<file path="src/hdl/spc_pkg.sv">
// Purpose: Shared constants for the sector protection configuration block
// Assumes: AHB-Lite register slave, 32-bit data, one word per register
// Notes:   Register offsets, config and status field positions and access operations are listed below
package spc_pkg;
   // Register byte offsets
   localparam logic [7:0]  OFS_CFG       = 8'h00;
   localparam logic [7:0]  OFS_KEY       = 8'h04;
   localparam logic [7:0]  OFS_DYN_CLR   = 8'h08;
   localparam logic [7:0]  OFS_DYN_SET   = 8'h0c;
   localparam logic [7:0]  OFS_PERS_PROG = 8'h10;
   localparam logic [7:0]  OFS_PERS_ERASE = 8'h14;
   localparam logic [7:0]  OFS_STATUS    = 8'h18;
   localparam int          MAP_TOP       = 8'h1c;
   // Config field positions
   localparam int          BIT_READ_PWD  = 5;
   localparam int          BIT_DYN_PWRUP = 4;
   localparam int          BIT_PERS_OTP  = 3;
   localparam int          BIT_PWD_MODE  = 2;
   localparam logic [15:0] CFG_RSVD_MASK = 16'hffc0;
   localparam logic [15:0] CFG_FACTORY   = 16'hffff;
   // Status field positions
   localparam int          ST_UNLOCKED   = 0;
   localparam int          ST_REFUSED    = 1;
   localparam int          ST_PWD_LOCKED = 2;
   localparam int          ST_RD_BLOCKED = 3;
   // Sector access operations
   typedef enum logic [1:0] {
      OP_READ    = 2'b00,
      OP_PROGRAM = 2'b01,
      OP_ERASE   = 2'b10,
      OP_NONE    = 2'b11
   } access_op_e;
endpackage

</file>
<file path="src/hdl/sector_protection_config.sv">
// Purpose: Sector protection configuration with dynamic and persistent locks
// Assumes: Zero-wait AHB-Lite slave; access requests come from hclk logic
// Notes:   power_on_n models a power cycle; hresetn leaves nonvolatile state alone
//
// Local design decisions: the register addresses and the AHB-Lite interface to the registers.
module sector_protection_config import spc_pkg::*; #(
   parameter int          NUM_SECTORS = 8,
   parameter logic [31:0] PASSWORD    = 32'h1234_5678  // Arbitrary value
) (
   input  wire logic                   hclk,
   input  wire logic                   hresetn,
   input  wire logic                   power_on_n,
   input  wire logic                   hsel,
   input  wire logic [31:0]            haddr,
   input  wire logic [1:0]             htrans,
   input  wire logic                   hwrite,
   input  wire logic [2:0]             hsize,
   input  wire logic [31:0]            hwdata,
   input  wire logic                   hready,
   output logic                        hreadyout,
   output logic                        hresp,
   output logic [31:0]                 hrdata,
   input  wire logic                   top_bottom_select,
   input  wire logic                   access_valid,
   input  wire logic [1:0]             access_op,
   input  wire logic [$clog2(NUM_SECTORS)-1:0] access_sector,
   output logic                        access_allow,
   output logic                        access_done
);
   localparam int SW = $clog2(NUM_SECTORS);

   // Lock masks are cut from one 32-bit data word, so at most 32 sectors
   if (NUM_SECTORS < 2 || NUM_SECTORS > 32) begin : g_bad_sectors
      $error("NUM_SECTORS must lie in 2..32");
   end

   // Nonvolatile part: only a power cycle restores factory values
   typedef struct packed {
      logic [15:0]            cfg;
      logic [NUM_SECTORS-1:0] persistent_sector_lock_bit;
   } nv_s;

   // Volatile part, cleared by the bus reset
   typedef struct packed {
      logic                   load_pend;
      logic                   unlocked;
      logic                   refused;
      logic                   dp_valid;
      logic                   dp_write;
      logic [7:0]             dp_ofs;
      logic [NUM_SECTORS-1:0] dynamic_sector_lock_bit;
      logic [31:0]            rdata;
      logic                   allow;
      logic                   done;
   } vol_s;

   nv_s  nv_ff;
   nv_s  nxt_nv;
   vol_s v_ff;
   vol_s nxt_v;
   logic pwd_locked;
   logic rd_blocked;
   logic gate_allow;
   logic ap_take;
   logic dp_wr;

   assign pwd_locked = !nv_ff.cfg[BIT_PWD_MODE] && !v_ff.unlocked;
   assign rd_blocked = pwd_locked && !nv_ff.cfg[BIT_READ_PWD];
   assign ap_take    = hsel && hready && htrans[1];
   assign dp_wr      = v_ff.dp_valid && v_ff.dp_write;

   access_gate #(
      .NUM_SECTORS (NUM_SECTORS),
      .SW          (SW)
   ) u_gate (
      .cfg               (nv_ff.cfg),
      .unlocked          (v_ff.unlocked),
      .dynamic_sector_lock_bit               (v_ff.dynamic_sector_lock_bit),
      .persistent_sector_lock_bit               (nv_ff.persistent_sector_lock_bit),
      .top_bottom_select (top_bottom_select),
      .op                (access_op),
      .sector            (access_sector),
      .allow             (gate_allow)
   );

   // Next state: reset load, write data phase, read capture, access verdict
   always_comb begin
      nxt_nv      = nv_ff;
      nxt_v       = v_ff;
      nxt_v.done  = 1'b0;
      // Dynamic locks take their power-up state at the first edge after reset
      if (v_ff.load_pend) begin
         nxt_v.load_pend = 1'b0;
         nxt_v.dynamic_sector_lock_bit       = nv_ff.cfg[BIT_DYN_PWRUP] ? '0 : '1;
      end
      // Data phase of a write; writes to unmapped offsets fall through
      if (dp_wr) begin
         case (v_ff.dp_ofs)
            OFS_CFG: begin
               if (pwd_locked) begin
                  nxt_v.refused = 1'b1;
               end else begin
                  nxt_nv.cfg = hwdata[15:0] | CFG_RSVD_MASK;
               end
            end
            OFS_KEY: begin
               if (hwdata == PASSWORD) begin
                  nxt_v.unlocked = 1'b1;
               end else begin
                  nxt_v.refused = 1'b1;
               end
            end
            OFS_DYN_CLR: begin
               nxt_v.dynamic_sector_lock_bit = v_ff.dynamic_sector_lock_bit & ~hwdata[NUM_SECTORS-1:0];
            end
            OFS_DYN_SET: begin
               nxt_v.dynamic_sector_lock_bit = v_ff.dynamic_sector_lock_bit | hwdata[NUM_SECTORS-1:0];
            end
            OFS_PERS_PROG: begin
               if (pwd_locked) begin
                  nxt_v.refused = 1'b1;
               end else begin
                  nxt_nv.persistent_sector_lock_bit = nv_ff.persistent_sector_lock_bit | hwdata[NUM_SECTORS-1:0];
               end
            end
            OFS_PERS_ERASE: begin
               if (pwd_locked || !nv_ff.cfg[BIT_PERS_OTP]) begin
                  nxt_v.refused = 1'b1;
               end else begin
                  nxt_nv.persistent_sector_lock_bit = '0;
               end
            end
            OFS_STATUS: begin
               if (hwdata[ST_REFUSED]) begin
                  nxt_v.refused = 1'b0;
               end
            end
            default: begin
            end
         endcase
      end
      // Address phase; read data uses post-write values so back-to-back reads are fresh
      nxt_v.dp_valid = ap_take;
      nxt_v.dp_write = hwrite;
      nxt_v.dp_ofs   = (haddr[31:8] == '0) ? haddr[7:0] : 8'hff;
      if (ap_take && !hwrite) begin
         case (nxt_v.dp_ofs)
            OFS_CFG:       nxt_v.rdata = {16'h0000, nxt_nv.cfg};
            OFS_DYN_CLR,
            OFS_DYN_SET:   nxt_v.rdata = 32'(nxt_v.dynamic_sector_lock_bit);
            OFS_PERS_PROG: nxt_v.rdata = 32'(nxt_nv.persistent_sector_lock_bit);
            // Lock flags from next state too, so a read right after a config or key write is fresh
            OFS_STATUS:    nxt_v.rdata = {28'h0000000,
                                          !nxt_nv.cfg[BIT_READ_PWD] && !nxt_nv.cfg[BIT_PWD_MODE] && !nxt_v.unlocked,
                                          !nxt_nv.cfg[BIT_PWD_MODE] && !nxt_v.unlocked,
                                          nxt_v.refused,
                                          nxt_v.unlocked};
            default:       nxt_v.rdata = 32'h0000_0000;
         endcase
      end
      // One verdict per request, one cycle later
      if (access_valid) begin
         nxt_v.allow = gate_allow;
         nxt_v.done  = 1'b1;
      end
   end

   // Nonvolatile store survives the bus reset
   always_ff @(posedge hclk or negedge power_on_n) begin
      if (!power_on_n) begin
         nv_ff <= '{cfg: CFG_FACTORY, persistent_sector_lock_bit: '0};
      end else begin
         nv_ff <= nxt_nv;
      end
   end

   always_ff @(posedge hclk or negedge hresetn) begin
      if (!hresetn) begin
         v_ff <= '{load_pend: 1'b1, unlocked: 1'b0, refused: 1'b0, dp_valid: 1'b0, dp_write: 1'b0,
                   dp_ofs: 8'h00, dynamic_sector_lock_bit: '0, rdata: 32'h0000_0000, allow: 1'b0, done: 1'b0};
      end else begin
         v_ff <= nxt_v;
      end
   end

   // Zero-wait slave, always OKAY
   assign hreadyout    = 1'b1;
   assign hresp        = 1'b0;
   assign hrdata       = v_ff.rdata;
   assign access_allow = v_ff.allow;
   assign access_done  = v_ff.done;
endmodule

</file>
<file path="src/hdl/access_gate.sv">
// Purpose: Decide whether one sector access may proceed
// Assumes: All inputs come from flops on hclk
// Notes:   Purely combinational; the caller registers the verdict
module access_gate import spc_pkg::*; #(
   parameter int NUM_SECTORS = 8,
   parameter int SW          = 3
) (
   input  wire logic [15:0]            cfg,
   input  wire logic                   unlocked,
   input  wire logic [NUM_SECTORS-1:0] dynamic_sector_lock_bit,
   input  wire logic [NUM_SECTORS-1:0] persistent_sector_lock_bit,
   input  wire logic                   top_bottom_select,
   input  wire logic [1:0]             op,
   input  wire logic [SW-1:0]          sector,
   output logic                        allow
);
   logic          rd_block;
   logic [SW-1:0] open_sector;

   // The sector index must address every sector and nothing more
   if (SW != $clog2(NUM_SECTORS)) begin : g_bad_width
      $error("SW must equal the sector index width");
   end

   // Read-password lock needs password mode too and lapses once unlocked
   assign rd_block    = !cfg[BIT_READ_PWD] && !cfg[BIT_PWD_MODE] && !unlocked;
   // Zero picks the top sector, one the bottom
   assign open_sector = top_bottom_select ? '0 : SW'(NUM_SECTORS - 1);

   always_comb begin
      allow = 1'b0;
      if (rd_block) begin
         allow = (op == OP_READ) && (sector == open_sector);
      end else if (op == OP_READ) begin
         allow = 1'b1;
      end else if (op == OP_PROGRAM || op == OP_ERASE) begin
         allow = !dynamic_sector_lock_bit[sector] && !persistent_sector_lock_bit[sector];
      end
   end
endmodule

</file>
<file path="config.mk">
export PLATFORM = sky130hd
export DESIGN_NAME = sector_protection_config
export DESIGN_NICKNAME = d
export VERILOG_FILES = /design/src/hdl/spc_pkg.sv /design/src/hdl/sector_protection_config.sv /design/src/hdl/access_gate.sv
export SDC_FILE = /design/constraint.sdc
export NUM_CORES = 1
export LEC_CHECK = 0
export BUFFER_PORTS_ARGS = -buffer_cell sky130_fd_sc_hd__clkbuf_2
export CORE_ASPECT_RATIO = 1.1
export CORE_MARGIN = 2
export CORE_UTILIZATION = 50
export CTS_CLUSTER_SIZE = 40
export DETAILED_ROUTE_END_ITERATION = 16
export PLACE_DENSITY = 0.78
export SKIP_CTS_REPAIR_TIMING = 1
export SYNTH_ARGS = -nofsm -noshare
export SYNTH_HDL_FRONTEND = slang
export SYNTH_SLANG_ARGS = --single-unit
export TNS_END_PERCENT = 10
</file>
<file path="constraint.sdc">
create_clock -name hclk -period 2.8 [get_ports hclk]
set_clock_uncertainty 0.1 [all_clocks]
set_input_delay 0 -clock hclk [delete_from_list [all_inputs] [get_ports hclk]]
set_output_delay 0 -clock hclk [all_outputs]
set_load 0.02 [all_outputs]
</file>
==> results.json, run 1 <==
{
  "cap_viol_max_count": 0,
  "initial_utilization_pct": 52.4,
  "dp_hpwl_mm": 5.95,
  "ctsHtreeMaxLevel": 3,
  "yosys.cell_types.count": 52,
  "groute.usage.overall_pct": 23.8,
  "finalHoldWorstSlack_ns": 0.0351,
  "asyncSetResetFlopFracSynth_pct": 100,
  "synth_compound_gate_area_share_pct": 14.3,
  "synth_area_um2": 3280,
  "clk_pin_slew_worst_paths_ns": 0.07,
  "count_of_final_max_slew_check_failures": 0,
  "final_cells": 523,
  "setup_crit_start": "v_ff[44]",
  "hold_path_depth": 5,
  "seq_area_frac_synth_pct": 48.7,
  "clk-insertion-delay-late_ns": 0.33,
  "max_slew_margin_pct": 31.4,
  "gp_routability_congestion": 0.838,
  "worst_hold_path.endpoint": "v_ff[53]",
  "die_height_um": 89.0,
  "regToRegSetupSlack_ns": 0.13,
  "grt_max_degree": 40,
  "post_synthesis_sequential_element_count": 63,
  "standard_cell_core_area_um2": 6270,
  "min-delay-path-class": "in -> reg",
  "drt-vias-per-instance": 5.50,
  "gr-total-overflow": 0,
  "post-route-drc-count": 0,
  "tritoncts_num_sinks": 63,
  "worst_hold_startpoint": "hwdata[22]",
  "boundaryPins": 118,
  "design.final.nets": 522,
  "cts_tree": "yes",
  "finish.utilization_pct": 65.3,
  "setup_tns_ns": 0,
  "grt_antenna_before_repair": 0,
  "leakagePower_nw": 1.88,
  "worst_setup_path_end_kind": "flip-flop",
  "synthCells": 328,
  "timing_hold_violations_final": 0,
  "vias": 2877,
  "antenna-diode-count": 0,
  "grt_pass1_wl_mm": 12.9,
  "critical_path.startpoint_type": "flip-flop",
  "setup_viol": 0,
  "synth_adder_area_share_pct": 0.381,
  "r2r_end": "hrdata[1]",
  "final_antenna_net_count": 0,
  "layout_min_cycle_time_ns": 2.67,
  "combinational_family_with_the_most_area_after_synthesis": "simple AND/OR/NAND/NOR gates",
  "routedWlPerCell_um": 15.9,
  "yosys.area_share.simple_pct": 23.9,
  "layout-drive-gt1-share_pct": 36.3,
  "period_share_pct": 95.4,
  "report.power.total_mw": 1.81,
  "post_synth_xor_area_fraction_pct": 0,
  "placed_cells": 482,
  "yosysWarnings": 0,
  "drt-pass1-iter-count": 5,
  "worst_ep_required_ns": 2.91,
  "criticalPathCategory": "reg -> reg",
  "cts_inserted_buffers": 9,
  "vdd_ir_drop_max_mv": 0.329,
  "critical_path_arrival_ns": 2.78,
  "power-per-cell-area_nw_per_um2": 443,
  "tightest_slew_ns": 1.03,
  "syn_to_final_growth_pct": 24.8,
  "outcome": "completed",
  "cts.root.buffer_cell": "sky130_fd_sc_hd__clkbuf_8",
  "synthesis.area_per_instance_um2": 10.0,
  "cp_max_fo": 6,
  "ys_dominant_reg_cell": "sky130_fd_sc_hd__dfrtp_1",
  "detail_route.iter0.violations": 148,
  "std_cell_rows": 30,
  "clock.fmax_ghz": 0.375,
  "max-clock-path-buffers": 2,
  "count_of_flip_flops_with_a_built_in_enable_after_synthesis": 0,
  "worst-r2r-cell-count": 6,
  "die-area_um2": 7230,
  "regToRegStartpoint": "v_ff[44]",
  "share_of_cell_area_taken_by_muxes_after_synthesis_pct": 2.36,
  "grt_pass1_vias": 2701,
  "die-width_um": 81.2,
  "port_buffers": 95,
  "routed_wirelength_mm": 8.34
}
==> critical path, stage by stage, from the launching register on <==
cell                       delay (ns)
sky130_fd_sc_hd__dfrtp_1         0.42
sky130_fd_sc_hd__or4_1           0.62
sky130_fd_sc_hd__nor4_4          0.45
sky130_fd_sc_hd__buf_4           0.18
sky130_fd_sc_hd__mux2_2          0.34
sky130_fd_sc_hd__a222oi_1        0.31
sky130_fd_sc_hd__a31oi_1         0.12
==> cell families (layout without fill, tap and decap cells) <==
group / after synthesis / in the layout
and+or+nand+nor: 129 / 129
AOI/OAI and AO/OA: 73 / 73
DFF: 63 / 63
buffers and inverters: 54 / 152
muxes: 6 / 6
other: 2 / 19
adders and majority gates: 1 / 1
==> synth_stat cells, types with 2 or more instances <==
cell / count / area (um^2)
sky130_fd_sc_hd__or3_1: 3 / 18.8
sky130_fd_sc_hd__nor3b_1: 3 / 22.5
sky130_fd_sc_hd__o21ai_1: 7 / 35.0
sky130_fd_sc_hd__mux2_2: 4 / 45.0
sky130_fd_sc_hd__buf_2: 2 / 10.0
sky130_fd_sc_hd__a22oi_1: 3 / 22.5
sky130_fd_sc_hd__nand3_1: 3 / 15.0
sky130_fd_sc_hd__dfrtp_1: 46 / 1150
sky130_fd_sc_hd__nor4_1: 7 / 43.8
sky130_fd_sc_hd__and4_1: 2 / 17.5
sky130_fd_sc_hd__clkbuf_1: 10 / 37.5
sky130_fd_sc_hd__nand4_1: 4 / 25.0
sky130_fd_sc_hd__inv_1: 7 / 26.3
sky130_fd_sc_hd__buf_4: 34 / 255
sky130_fd_sc_hd__and3_1: 2 / 12.5
sky130_fd_sc_hd__nor2b_1: 3 / 18.8
sky130_fd_sc_hd__a221oi_1: 2 / 17.5
sky130_fd_sc_hd__a31oi_1: 4 / 25.0
sky130_fd_sc_hd__a221o_1: 8 / 80.1
sky130_fd_sc_hd__a21oi_1: 29 / 145
sky130_fd_sc_hd__nor4bb_1: 4 / 40.0
sky130_fd_sc_hd__and4b_1: 3 / 30.0
sky130_fd_sc_hd__o21a_1: 2 / 15.0
sky130_fd_sc_hd__or2_2: 11 / 68.8
sky130_fd_sc_hd__or4_1: 6 / 45.0
sky130_fd_sc_hd__conb_1: 2 / 7.51
sky130_fd_sc_hd__nor4b_1: 4 / 35.0
sky130_fd_sc_hd__nor2_1: 19 / 71.3
sky130_fd_sc_hd__o21ai_0: 10 / 50.1
sky130_fd_sc_hd__nor3_1: 9 / 45.0
sky130_fd_sc_hd__nand2_1: 25 / 93.8
sky130_fd_sc_hd__nand2b_1: 13 / 81.3
sky130_fd_sc_hd__dfstp_2: 17 / 447
sky130_fd_sc_hd__o41ai_1: 2 / 17.5
==> placed cells by master, fill, tap and decap left out, drive strengths merged, types with 3 or more instances in the layout <==
cell type | Yosys | final
a21oi | 29 | 29
a221o | 8 | 8
a221oi | 3 | 3
a22oi | 3 | 3
a31oi | 4 | 4
and4b | 3 | 3
buf | 37 | 13
clkbuf | 10 | 106
clkinv | 0 | 3
conb | 2 | 19
dfrtp | 46 | 46
dfstp | 17 | 17
dlygate4sd3 | 0 | 22
inv | 7 | 7
mux2 | 4 | 4
nand2 | 25 | 25
nand2b | 13 | 13
nand3 | 3 | 3
nand4 | 4 | 4
nor2 | 19 | 19
nor2b | 3 | 3
nor3 | 9 | 9
nor3b | 4 | 4
nor4 | 9 | 9
nor4b | 4 | 4
nor4bb | 4 | 4
o21ai | 17 | 17
or2 | 11 | 11
or3 | 3 | 3
or4 | 6 | 6
==> registers in the layout (all words and copies together), names as in the netlist <==
name          cells
nv_ff            24
v_ff             21
hrdata           16
access_allow      1
access_done       1
==> metal layers <==
metal,GRT usage [%],wire [um]
met1,30.9,3440
met2,39.7,4080
met3,4.65,731
met4,8.94,87
met5,0,0
==> cell type report <==
type | instances | area, um^2
fill | 509 | 2170
sequential | 63 | 1600
multi-input combinational | 228 | 1420
timing repair buffer | 130 | 793
clock buffer | 11 | 141
tap | 80 | 100
inverter | 7 | 26.3
clock inverter | 4 | 22.5
==> through the flow <==
stage / cell area [um^2] / setup WS [ns]
finish: 4100 / 0.130
global route: 4100 / -0.0104
CTS: 3850 / 0.174
detailed placement: 3680 / 0.234
global placement: 3680 / 0.287
floorplan: 3350 / 0.432
==> worst max-delay path by stage <==
| stage | endpoint | slack, ns | cells past startpoint |
|---|---|---|---|
| after detailed placement | hrdata[3] | 0.23 | 6 |
| final | hrdata[1] | 0.13 | 6 |
| after global routing | hrdata[1] | -0.01 | 6 |
| after CTS | hrdata[3] | 0.17 | 6 |
| after floorplan | hrdata[1] | 0.43 | 7 |
| after global placement | hrdata[3] | 0.29 | 6 |
==> power by group <==
part           total [mW]  internal (mW)  leakage (nW)  switching (mW)
combinational       0.203         0.0911          1.07           0.112
sequential          0.936          0.927         0.731         0.00915
clock               0.675          0.336        0.0850           0.339
total                1.81           1.35          1.88           0.460
Note: power is estimated with default switching activity, not from simulation.
==> inputs of run 2 (changes only) <==
--- a/config.mk
+++ b/config.mk
@@ -15,5 +15,6 @@
 export SKIP_CTS_REPAIR_TIMING = 1
 export SYNTH_ARGS = -nofsm -noshare
 export SYNTH_HDL_FRONTEND = slang
+export SYNTH_HIERARCHICAL = 1
 export SYNTH_SLANG_ARGS = --single-unit
 export TNS_END_PERCENT = 10
==> run 2 against run 1 <==
Compared with the run above:
- the run now ends with hold timing left
- utilization fell by 0.46 points
- register-to-register slack improved by 0.16 ns
- sequential share of layout area fell by 1.9 points
- sequential power rose by 1%
- power rose by 21%
- global-route usage fell by 0.30 points
- clock-buffer cell count fell by 2
- critical endpoint is now hrdata[3]
- largest power group is now the clock network
==> results.json, run 2 <==
{
  "outcome": "finished, violations left",
  "failed_checks": "hold timing",
  "gp_routability_congestion": 0.943,
  "cap_viol_max_count": 0,
  "setup_tns_ns": 0,
  "power.switching_fraction_pct": 22.3,
  "sequentialPowerShare_pct": 43.0,
  "die-area_um2": 7550,
  "largest_reg_flops": 24,
  "report.power.total_mw": 2.20,
  "layout.cells.most_common": "sky130_fd_sc_hd__clkbuf_2",
  "synth_top_cell_area_share_pct": 33.5,
  "regToRegStartpoint": "v_ff[43]",
  "timing_hold_violations_final": 1,
  "asyncSetResetFlopFracSynth_pct": 100,
  "tritoncts_num_sinks": 63,
  "layout-drive-gt1-share_pct": 34.7,
  "cp_max_fo": 5,
  "cts_inserted_buffers": 9,
  "fillers": 549,
  "standard_cell_core_area_um2": 6630,
  "count_of_flip_flops_with_a_built_in_enable_after_synthesis": 0,
  "leakagePower_nw": 1.95,
  "hold_path_depth": 3,
  "combinational_family_with_the_most_area_after_synthesis": "simple AND/OR/NAND/NOR gates",
  "share_of_cell_area_taken_by_muxes_after_synthesis_pct": 2.19,
  "cts.root.buffer_cell": "sky130_fd_sc_hd__clkbuf_8",
  "cts_tree": "yes",
  "registers.top_by_ff_count": "nv_ff",
  "drt-pass1-iter-count": 7,
  "synthMostInstantiatedCell": "sky130_fd_sc_hd__dfrtp_1",
  "power-per-cell-area_nw_per_um2": 511,
  "share_comb_of_total_power_pct": 9.4,
  "yosysWarnings": 6,
  "initial_utilization_pct": 51.8,
  "ys_dominant_reg_cell": "sky130_fd_sc_hd__dfrtp_1",
  "boundaryPins": 118,
  "final_antenna_net_count": 0,
  "std_cell_rows": 31,
  "gr-total-overflow": 0,
  "clk_pin_slew_worst_paths_ns": 0.07,
  "clk-insertion-delay-late_ns": 0.34,
  "vias": 3050,
  "worst_setup_path_end_kind": "flip-flop",
  "finalHoldWorstSlack_ns": -0.0100,
  "synthesis.area_per_instance_um2": 10.2,
  "post-route-drc-count": 0,
  "port_buffers": 95,
  "worst_ep_required_ns": 2.91,
  "max_slew_margin_pct": 34.9,
  "vdd_ir_drop_max_mv": 0.298,
  "antenna-diode-count": 0,
  "grt_pass1_vias": 2954,
  "grt_max_degree": 40,
  "regToRegSetupSlack_ns": 0.29,
  "p_sw_mw": 0.491,
  "count_of_final_max_slew_check_failures": 0,
  "crit_buf_inv": 2,
  "critical_path_arrival_ns": 2.69,
  "synth_compound_gate_area_share_pct": 17.5,
  "yosys-top-cells-count": "46 x sky130_fd_sc_hd__dfrtp_1, 34 x sky130_fd_sc_hd__buf_4, 32 x sky130_fd_sc_hd__nand2_1",
  "synth_area_um2": 3430,
  "post_synth_main_area_contributors": "sky130_fd_sc_hd__dfrtp_1 34%, sky130_fd_sc_hd__dfstp_2 13%, sky130_fd_sc_hd__buf_4 7.4%, sky130_fd_sc_hd__nand2_1 3.5%, sky130_fd_sc_hd__o21ai_0 2.9%",
  "clockPowerShare_pct": 47.6,
  "cpPeakStageDelay_ns": 0.80,
  "grt_antenna_before_repair": 0,
  "post_synthesis_sequential_element_count": 63,
  "synth_adder_area_share_pct": 0.364,
  "path_cells": "dlygate4sd3_1, clkbuf_2, nor4b_1, nand4_1, o41ai_1, or4_1, a2bb2oi_1, o21ai_0",
  "post_synth_xor_area_fraction_pct": 0,
  "min-delay-path-class": "in -> reg",
  "finish.utilization_pct": 64.9,
  "setup_viol": 0,
  "worst_path_dominant_cell_family": "compound AO/OA/AOI/OAI gates",
  "design.final.nets": 528,
  "worst_hold_path.endpoint": "v_ff[34]",
  "worst-r2r-cell-count": 5,
  "period_share_pct": 92.2,
  "seq_area_frac_synth_pct": 46.5,
  "worst_hold_startpoint": "hwdata[0]",
  "critPathSlowestCell": "sky130_fd_sc_hd__o41ai_1",
  "r2r_end": "hrdata[4]",
  "yosys.area_share.simple_pct": 22.7,
  "setup_crit_start": "hwdata[1]",
  "drt-vias-per-instance": 5.73,
  "clock.fmax_ghz": 0.387,
  "criticalPathCategory": "in -> reg",
  "routedWlPerCell_um": 16.5,
  "die_height_um": 90.9,
  "grt_pass1_wl_mm": 14.1,
  "yosys.cell_types.count": 72,
  "ctsHtreeMaxLevel": 3,
  "max-clock-path-buffers": 2,
  "rsz0062_at_grt": "false",
  "critical_path.startpoint_type": "input port",
  "groute.usage.overall_pct": 23.5,
  "syn_to_final_growth_pct": 25.3,
  "netlist.top_cell.by_area": "sky130_fd_sc_hd__dfrtp_1",
  "layout_min_cycle_time_ns": 2.58,
  "final_cell_mix": "95 x sky130_fd_sc_hd__clkbuf_2, 46 x sky130_fd_sc_hd__dfrtp_1, 32 x sky130_fd_sc_hd__nand2_1, 22 x sky130_fd_sc_hd__dlygate4sd3_1, 20 x sky130_fd_sc_hd__o21ai_0",
  "die-width_um": 83.0,
  "dp_hpwl_mm": 6.31,
  "routed_wirelength_mm": 8.78,
  "tightest_slew_ns": 0.976,
  "detail_route.iter0.violations": 210,
  "cell_internal_pwr_mw": 1.71,
  "synthCells": 337
}
-- run 2: cell count changes after synthesis, sizes merged, moves of 6 or more --
cell	change
a21oi	-19
or2	-11
nor2	-9
or3	+9
nand2	+8
a221o	-7
inv	+7
o21ai	+6
-- run 2: area by class of cell --
class	instances	area (um^2)	area share, %
Sequential cell	63	1600	37.1
Multi-Input combinational cell	234	1540	35.8
Timing Repair Buffer	123	741	17.2
Clock inverter	7	145	3.37
Clock buffer	9	124	2.88
Tap cell	82	103	2.38
Inverter	14	52.6	1.22
-- run 2: stage by stage --
| step | area (um^2) | worst slack, ns | instances |
|---|---|---|---|
| finish | 4300 | 0.219 | 532 |
| global route | 4300 | 0.00645 | 532 |
| CTS | 4080 | 0.270 | 510 |
| detailed placement | 3810 | 0.279 | 494 |
| global placement | 3810 | 0.341 | 494 |
| floorplan | 3500 | 0.460 | 354 |
-- run 2: power by group through the flow --
stage	Sequential, mW	Clock [mW]	Combinational (mW)
3_5_place_dp	0.962	0	0.182
2_1_floorplan	0.962	0	0.0984
6_report	0.946	1.05	0.208
5_1_grt	0.948	1.10	0.229
4_1_cts	0.946	1.06	0.183
3_3_place_gp	0.961	0	0.177
-- run 2: how the worst max path moves through the flow --
stage,end,cells past startpoint
global route,hrdata[3],8
floorplan,hrdata[0],7
CTS,hrdata[4],5
detailed placement,hrdata[4],5
global placement,hrdata[4],5
finish,hrdata[3],8
-- run 2: layer usage --
metal,track usage (%),vias to the layer above,share of wire [%]
met5,0,-,0
met3,4.57,17,6.3
met1,29.7,1467,42
li1,-,1426,-
met4,11.3,0,2.0
met2,38.5,140,50
-- run 2: logic make-up after synthesis --
group / Yosys count
AND/OR/NAND/NOR: 124
AO/OA/AOI/OAI: 84
flip-flops: 63
buffers and inverters: 57
multiplexers: 6
other: 2
adder cells (fa/ha/maj): 1
-- run 2: worst register-to-register path: stages, from the launching register on --
cell and delay (ns):
sky130_fd_sc_hd__dfrtp_1 0.41, sky130_fd_sc_hd__or3_4 0.44, sky130_fd_sc_hd__or4_4 0.64, sky130_fd_sc_hd__mux2_4 0.36, sky130_fd_sc_hd__a222oi_1 0.34, sky130_fd_sc_hd__o21ai_1 0.11
==> inputs of run 3 (changes only) <==
--- a/config.mk
+++ b/config.mk
@@ -9,9 +9,10 @@
 export CORE_ASPECT_RATIO = 1.1
 export CORE_MARGIN = 2
 export CORE_UTILIZATION = 50
+export CTS_CLUSTER_DIAMETER = 50
 export CTS_CLUSTER_SIZE = 40
 export DETAILED_ROUTE_END_ITERATION = 16
-export PLACE_DENSITY = 0.78
+export PLACE_DENSITY = 0.8
 export SKIP_CTS_REPAIR_TIMING = 1
 export SYNTH_ARGS = -nofsm -noshare
 export SYNTH_HDL_FRONTEND = slang
==> run 3 against run 2 <==
Compared with the run above:
- worst hold slack better by 0.0019 ns
- clock power down 22%
- design area down 1.2%
- first-iteration DRC count grew 69%
- critical path type unchanged
- the flow still finishes with violations (hold timing)
==> results.json, run 3 (same netlist as run 2, synthesis figures left out) <==
{
  "drt-pass1-iter-count": 5,
  "critPathSlowestCell": "sky130_fd_sc_hd__o41ai_1",
  "die_height_um": 90.9,
  "count_of_final_max_slew_check_failures": 0,
  "routed_wirelength_mm": 8.93,
  "initial_utilization_pct": 51.8,
  "final_antenna_net_count": 0,
  "grt_util_met1_pct": 30.8,
  "placed_instance_area_um2": 3820,
  "clock.fmax_ghz": 0.386,
  "cp_max_fo": 5,
  "worst_ep_required_ns": 2.92,
  "power-per-cell-area_nw_per_um2": 466,
  "worst_path_dominant_cell_family": "compound AO/OA/AOI/OAI gates",
  "grt_pass1_vias": 2938,
  "path_cells": "dlygate4sd3_1, clkbuf_2, nor4b_1, nand4_1, o41ai_1, or4_1, a2bb2oi_1, o21ai_0",
  "registers.top_by_ff_count": "nv_ff",
  "met3_track_usage_gr_pct": 4.84,
  "regToRegSetupSlack_ns": 0.29,
  "grt-busiest-layer": "met2",
  "fillers": 534,
  "clk-insertion-delay-late_ns": 0.34,
  "port_buffers": 95,
  "failed_checks": "hold timing",
  "max_slew_margin_pct": 32.9,
  "cts_tree": "yes",
  "boundaryPins": 118,
  "gp_routability_congestion": 1.01,
  "criticalPathCategory": "in -> reg",
  "worst_setup_path_end_kind": "flip-flop",
  "crit_buf_inv": 2,
  "layout_min_cycle_time_ns": 2.59,
  "clk_pin_slew_worst_paths_ns": 0.07,
  "syn_to_final_growth_pct": 23.8,
  "cpPeakStageDelay_ns": 0.76,
  "setup_tns_ns": 0,
  "post-route-drc-count": 0,
  "setup_viol": 0,
  "layout.cells.most_common": "sky130_fd_sc_hd__clkbuf_2",
  "critical_path_arrival_ns": 2.71,
  "groute.usage.overall_pct": 23.9,
  "leakagePower_nw": 1.93,
  "tightest_slew_ns": 1.01,
  "min-delay-path-class": "in -> reg",
  "antenna-diode-count": 0,
  "die-width_um": 83.0,
  "critical_path.startpoint_type": "input port",
  "cts_inserted_buffers": 9,
  "finalHoldWorstSlack_ns": -0.00809,
  "standard_cell_core_area_um2": 6630,
  "max-clock-path-buffers": 2,
  "final_cell_mix": "95 x sky130_fd_sc_hd__clkbuf_2, 46 x sky130_fd_sc_hd__dfrtp_1, 32 x sky130_fd_sc_hd__nand2_1, 22 x sky130_fd_sc_hd__dlygate4sd3_1, 20 x sky130_fd_sc_hd__o21ai_0",
  "ctsHtreeMaxLevel": 3,
  "routedWlPerCell_um": 16.8,
  "grt_max_degree": 40,
  "design.final.nets": 529,
  "stdcell_area_um2": 4250,
  "dp_hpwl_mm": 6.35,
  "period_share_pct": 92.6,
  "finish.utilization_pct": 64.1,
  "largest_reg_flops": 24,
  "outcome": "finished, violations left",
  "grt_antenna_before_repair": 0,
  "std_cell_rows": 31,
  "timing_hold_violations_final": 5,
  "globalRouteMet2Util_pct": 38.6,
  "detail_route.iter0.violations": 354,
  "cap_viol_max_count": 0,
  "cts.root.buffer_cell": "sky130_fd_sc_hd__clkbuf_8",
  "report.power.total_mw": 1.98,
  "vdd_ir_drop_max_mv": 0.252,
  "drt-vias-per-instance": 5.84,
  "gr-total-overflow": 0,
  "layout-drive-gt1-share_pct": 34.6,
  "rsz0062_at_grt": "false",
  "die-area_um2": 7550,
  "vias": 3111,
  "grt_pass1_wl_mm": 14.4,
  "tritoncts_num_sinks": 63
}
run 3: area by class of cell:
type	instances	area, um^2	area share [%]
well taps	82	103	2.41
multi-input cells	234	1540	36.3
repair buffers	124	748	17.6
inverters	14	52.6	1.24
flip-flops and latches	63	1600	37.6
clock buffers	13	169	3.97
clock inverters	3	40.0	0.942
run 3: final timing paths:
path,startpoint,end,cells past startpoint
max in group asynchronous,hresetn,access_done,2
worst min-delay path,haddr[16],v_ff[49],4
worst max register to register,v_ff[47],hrdata[4],5
min in group asynchronous,power_on_n,nv_ff[4],2
worst min register to register,hrdata[9],hrdata[9],2
worst max-delay path,hwdata[0],hrdata[3],8
run 3: power by group:
| part | switching [mW] | total (mW) | internal [mW] |
|---|---|---|---|
| combinational | 0.116 | 0.208 | 0.0922 |
| sequential | 0.0133 | 0.947 | 0.934 |
| clock | 0.343 | 0.824 | 0.481 |
run 3: through the flow:
stage | cells | setup WS, ns
2_1_floorplan | 354 | 0.460
4_1_cts | 511 | 0.300
3_5_place_dp | 495 | 0.316
3_3_place_gp | 495 | 0.356
6_report | 533 | 0.208
5_1_grt | 533 | 0.0271
run 3: layer usage:
| layer | part of all wire, % | wire length, um |
|---|---|---|
| met1 | 39 | 3500 |
| met2 | 50 | 4470 |
| met3 | 7.4 | 660 |
| met4 | 3.4 | 303 |
| met5 | 0 | 0 |
run 3: tightest hold or removal path, stage by stage:
cell	delay (ns)
sky130_fd_sc_hd__clkbuf_2	0.07
sky130_fd_sc_hd__nor4_1	0.05
sky130_fd_sc_hd__nand2_1	0.15
sky130_fd_sc_hd__or3_1	0.12
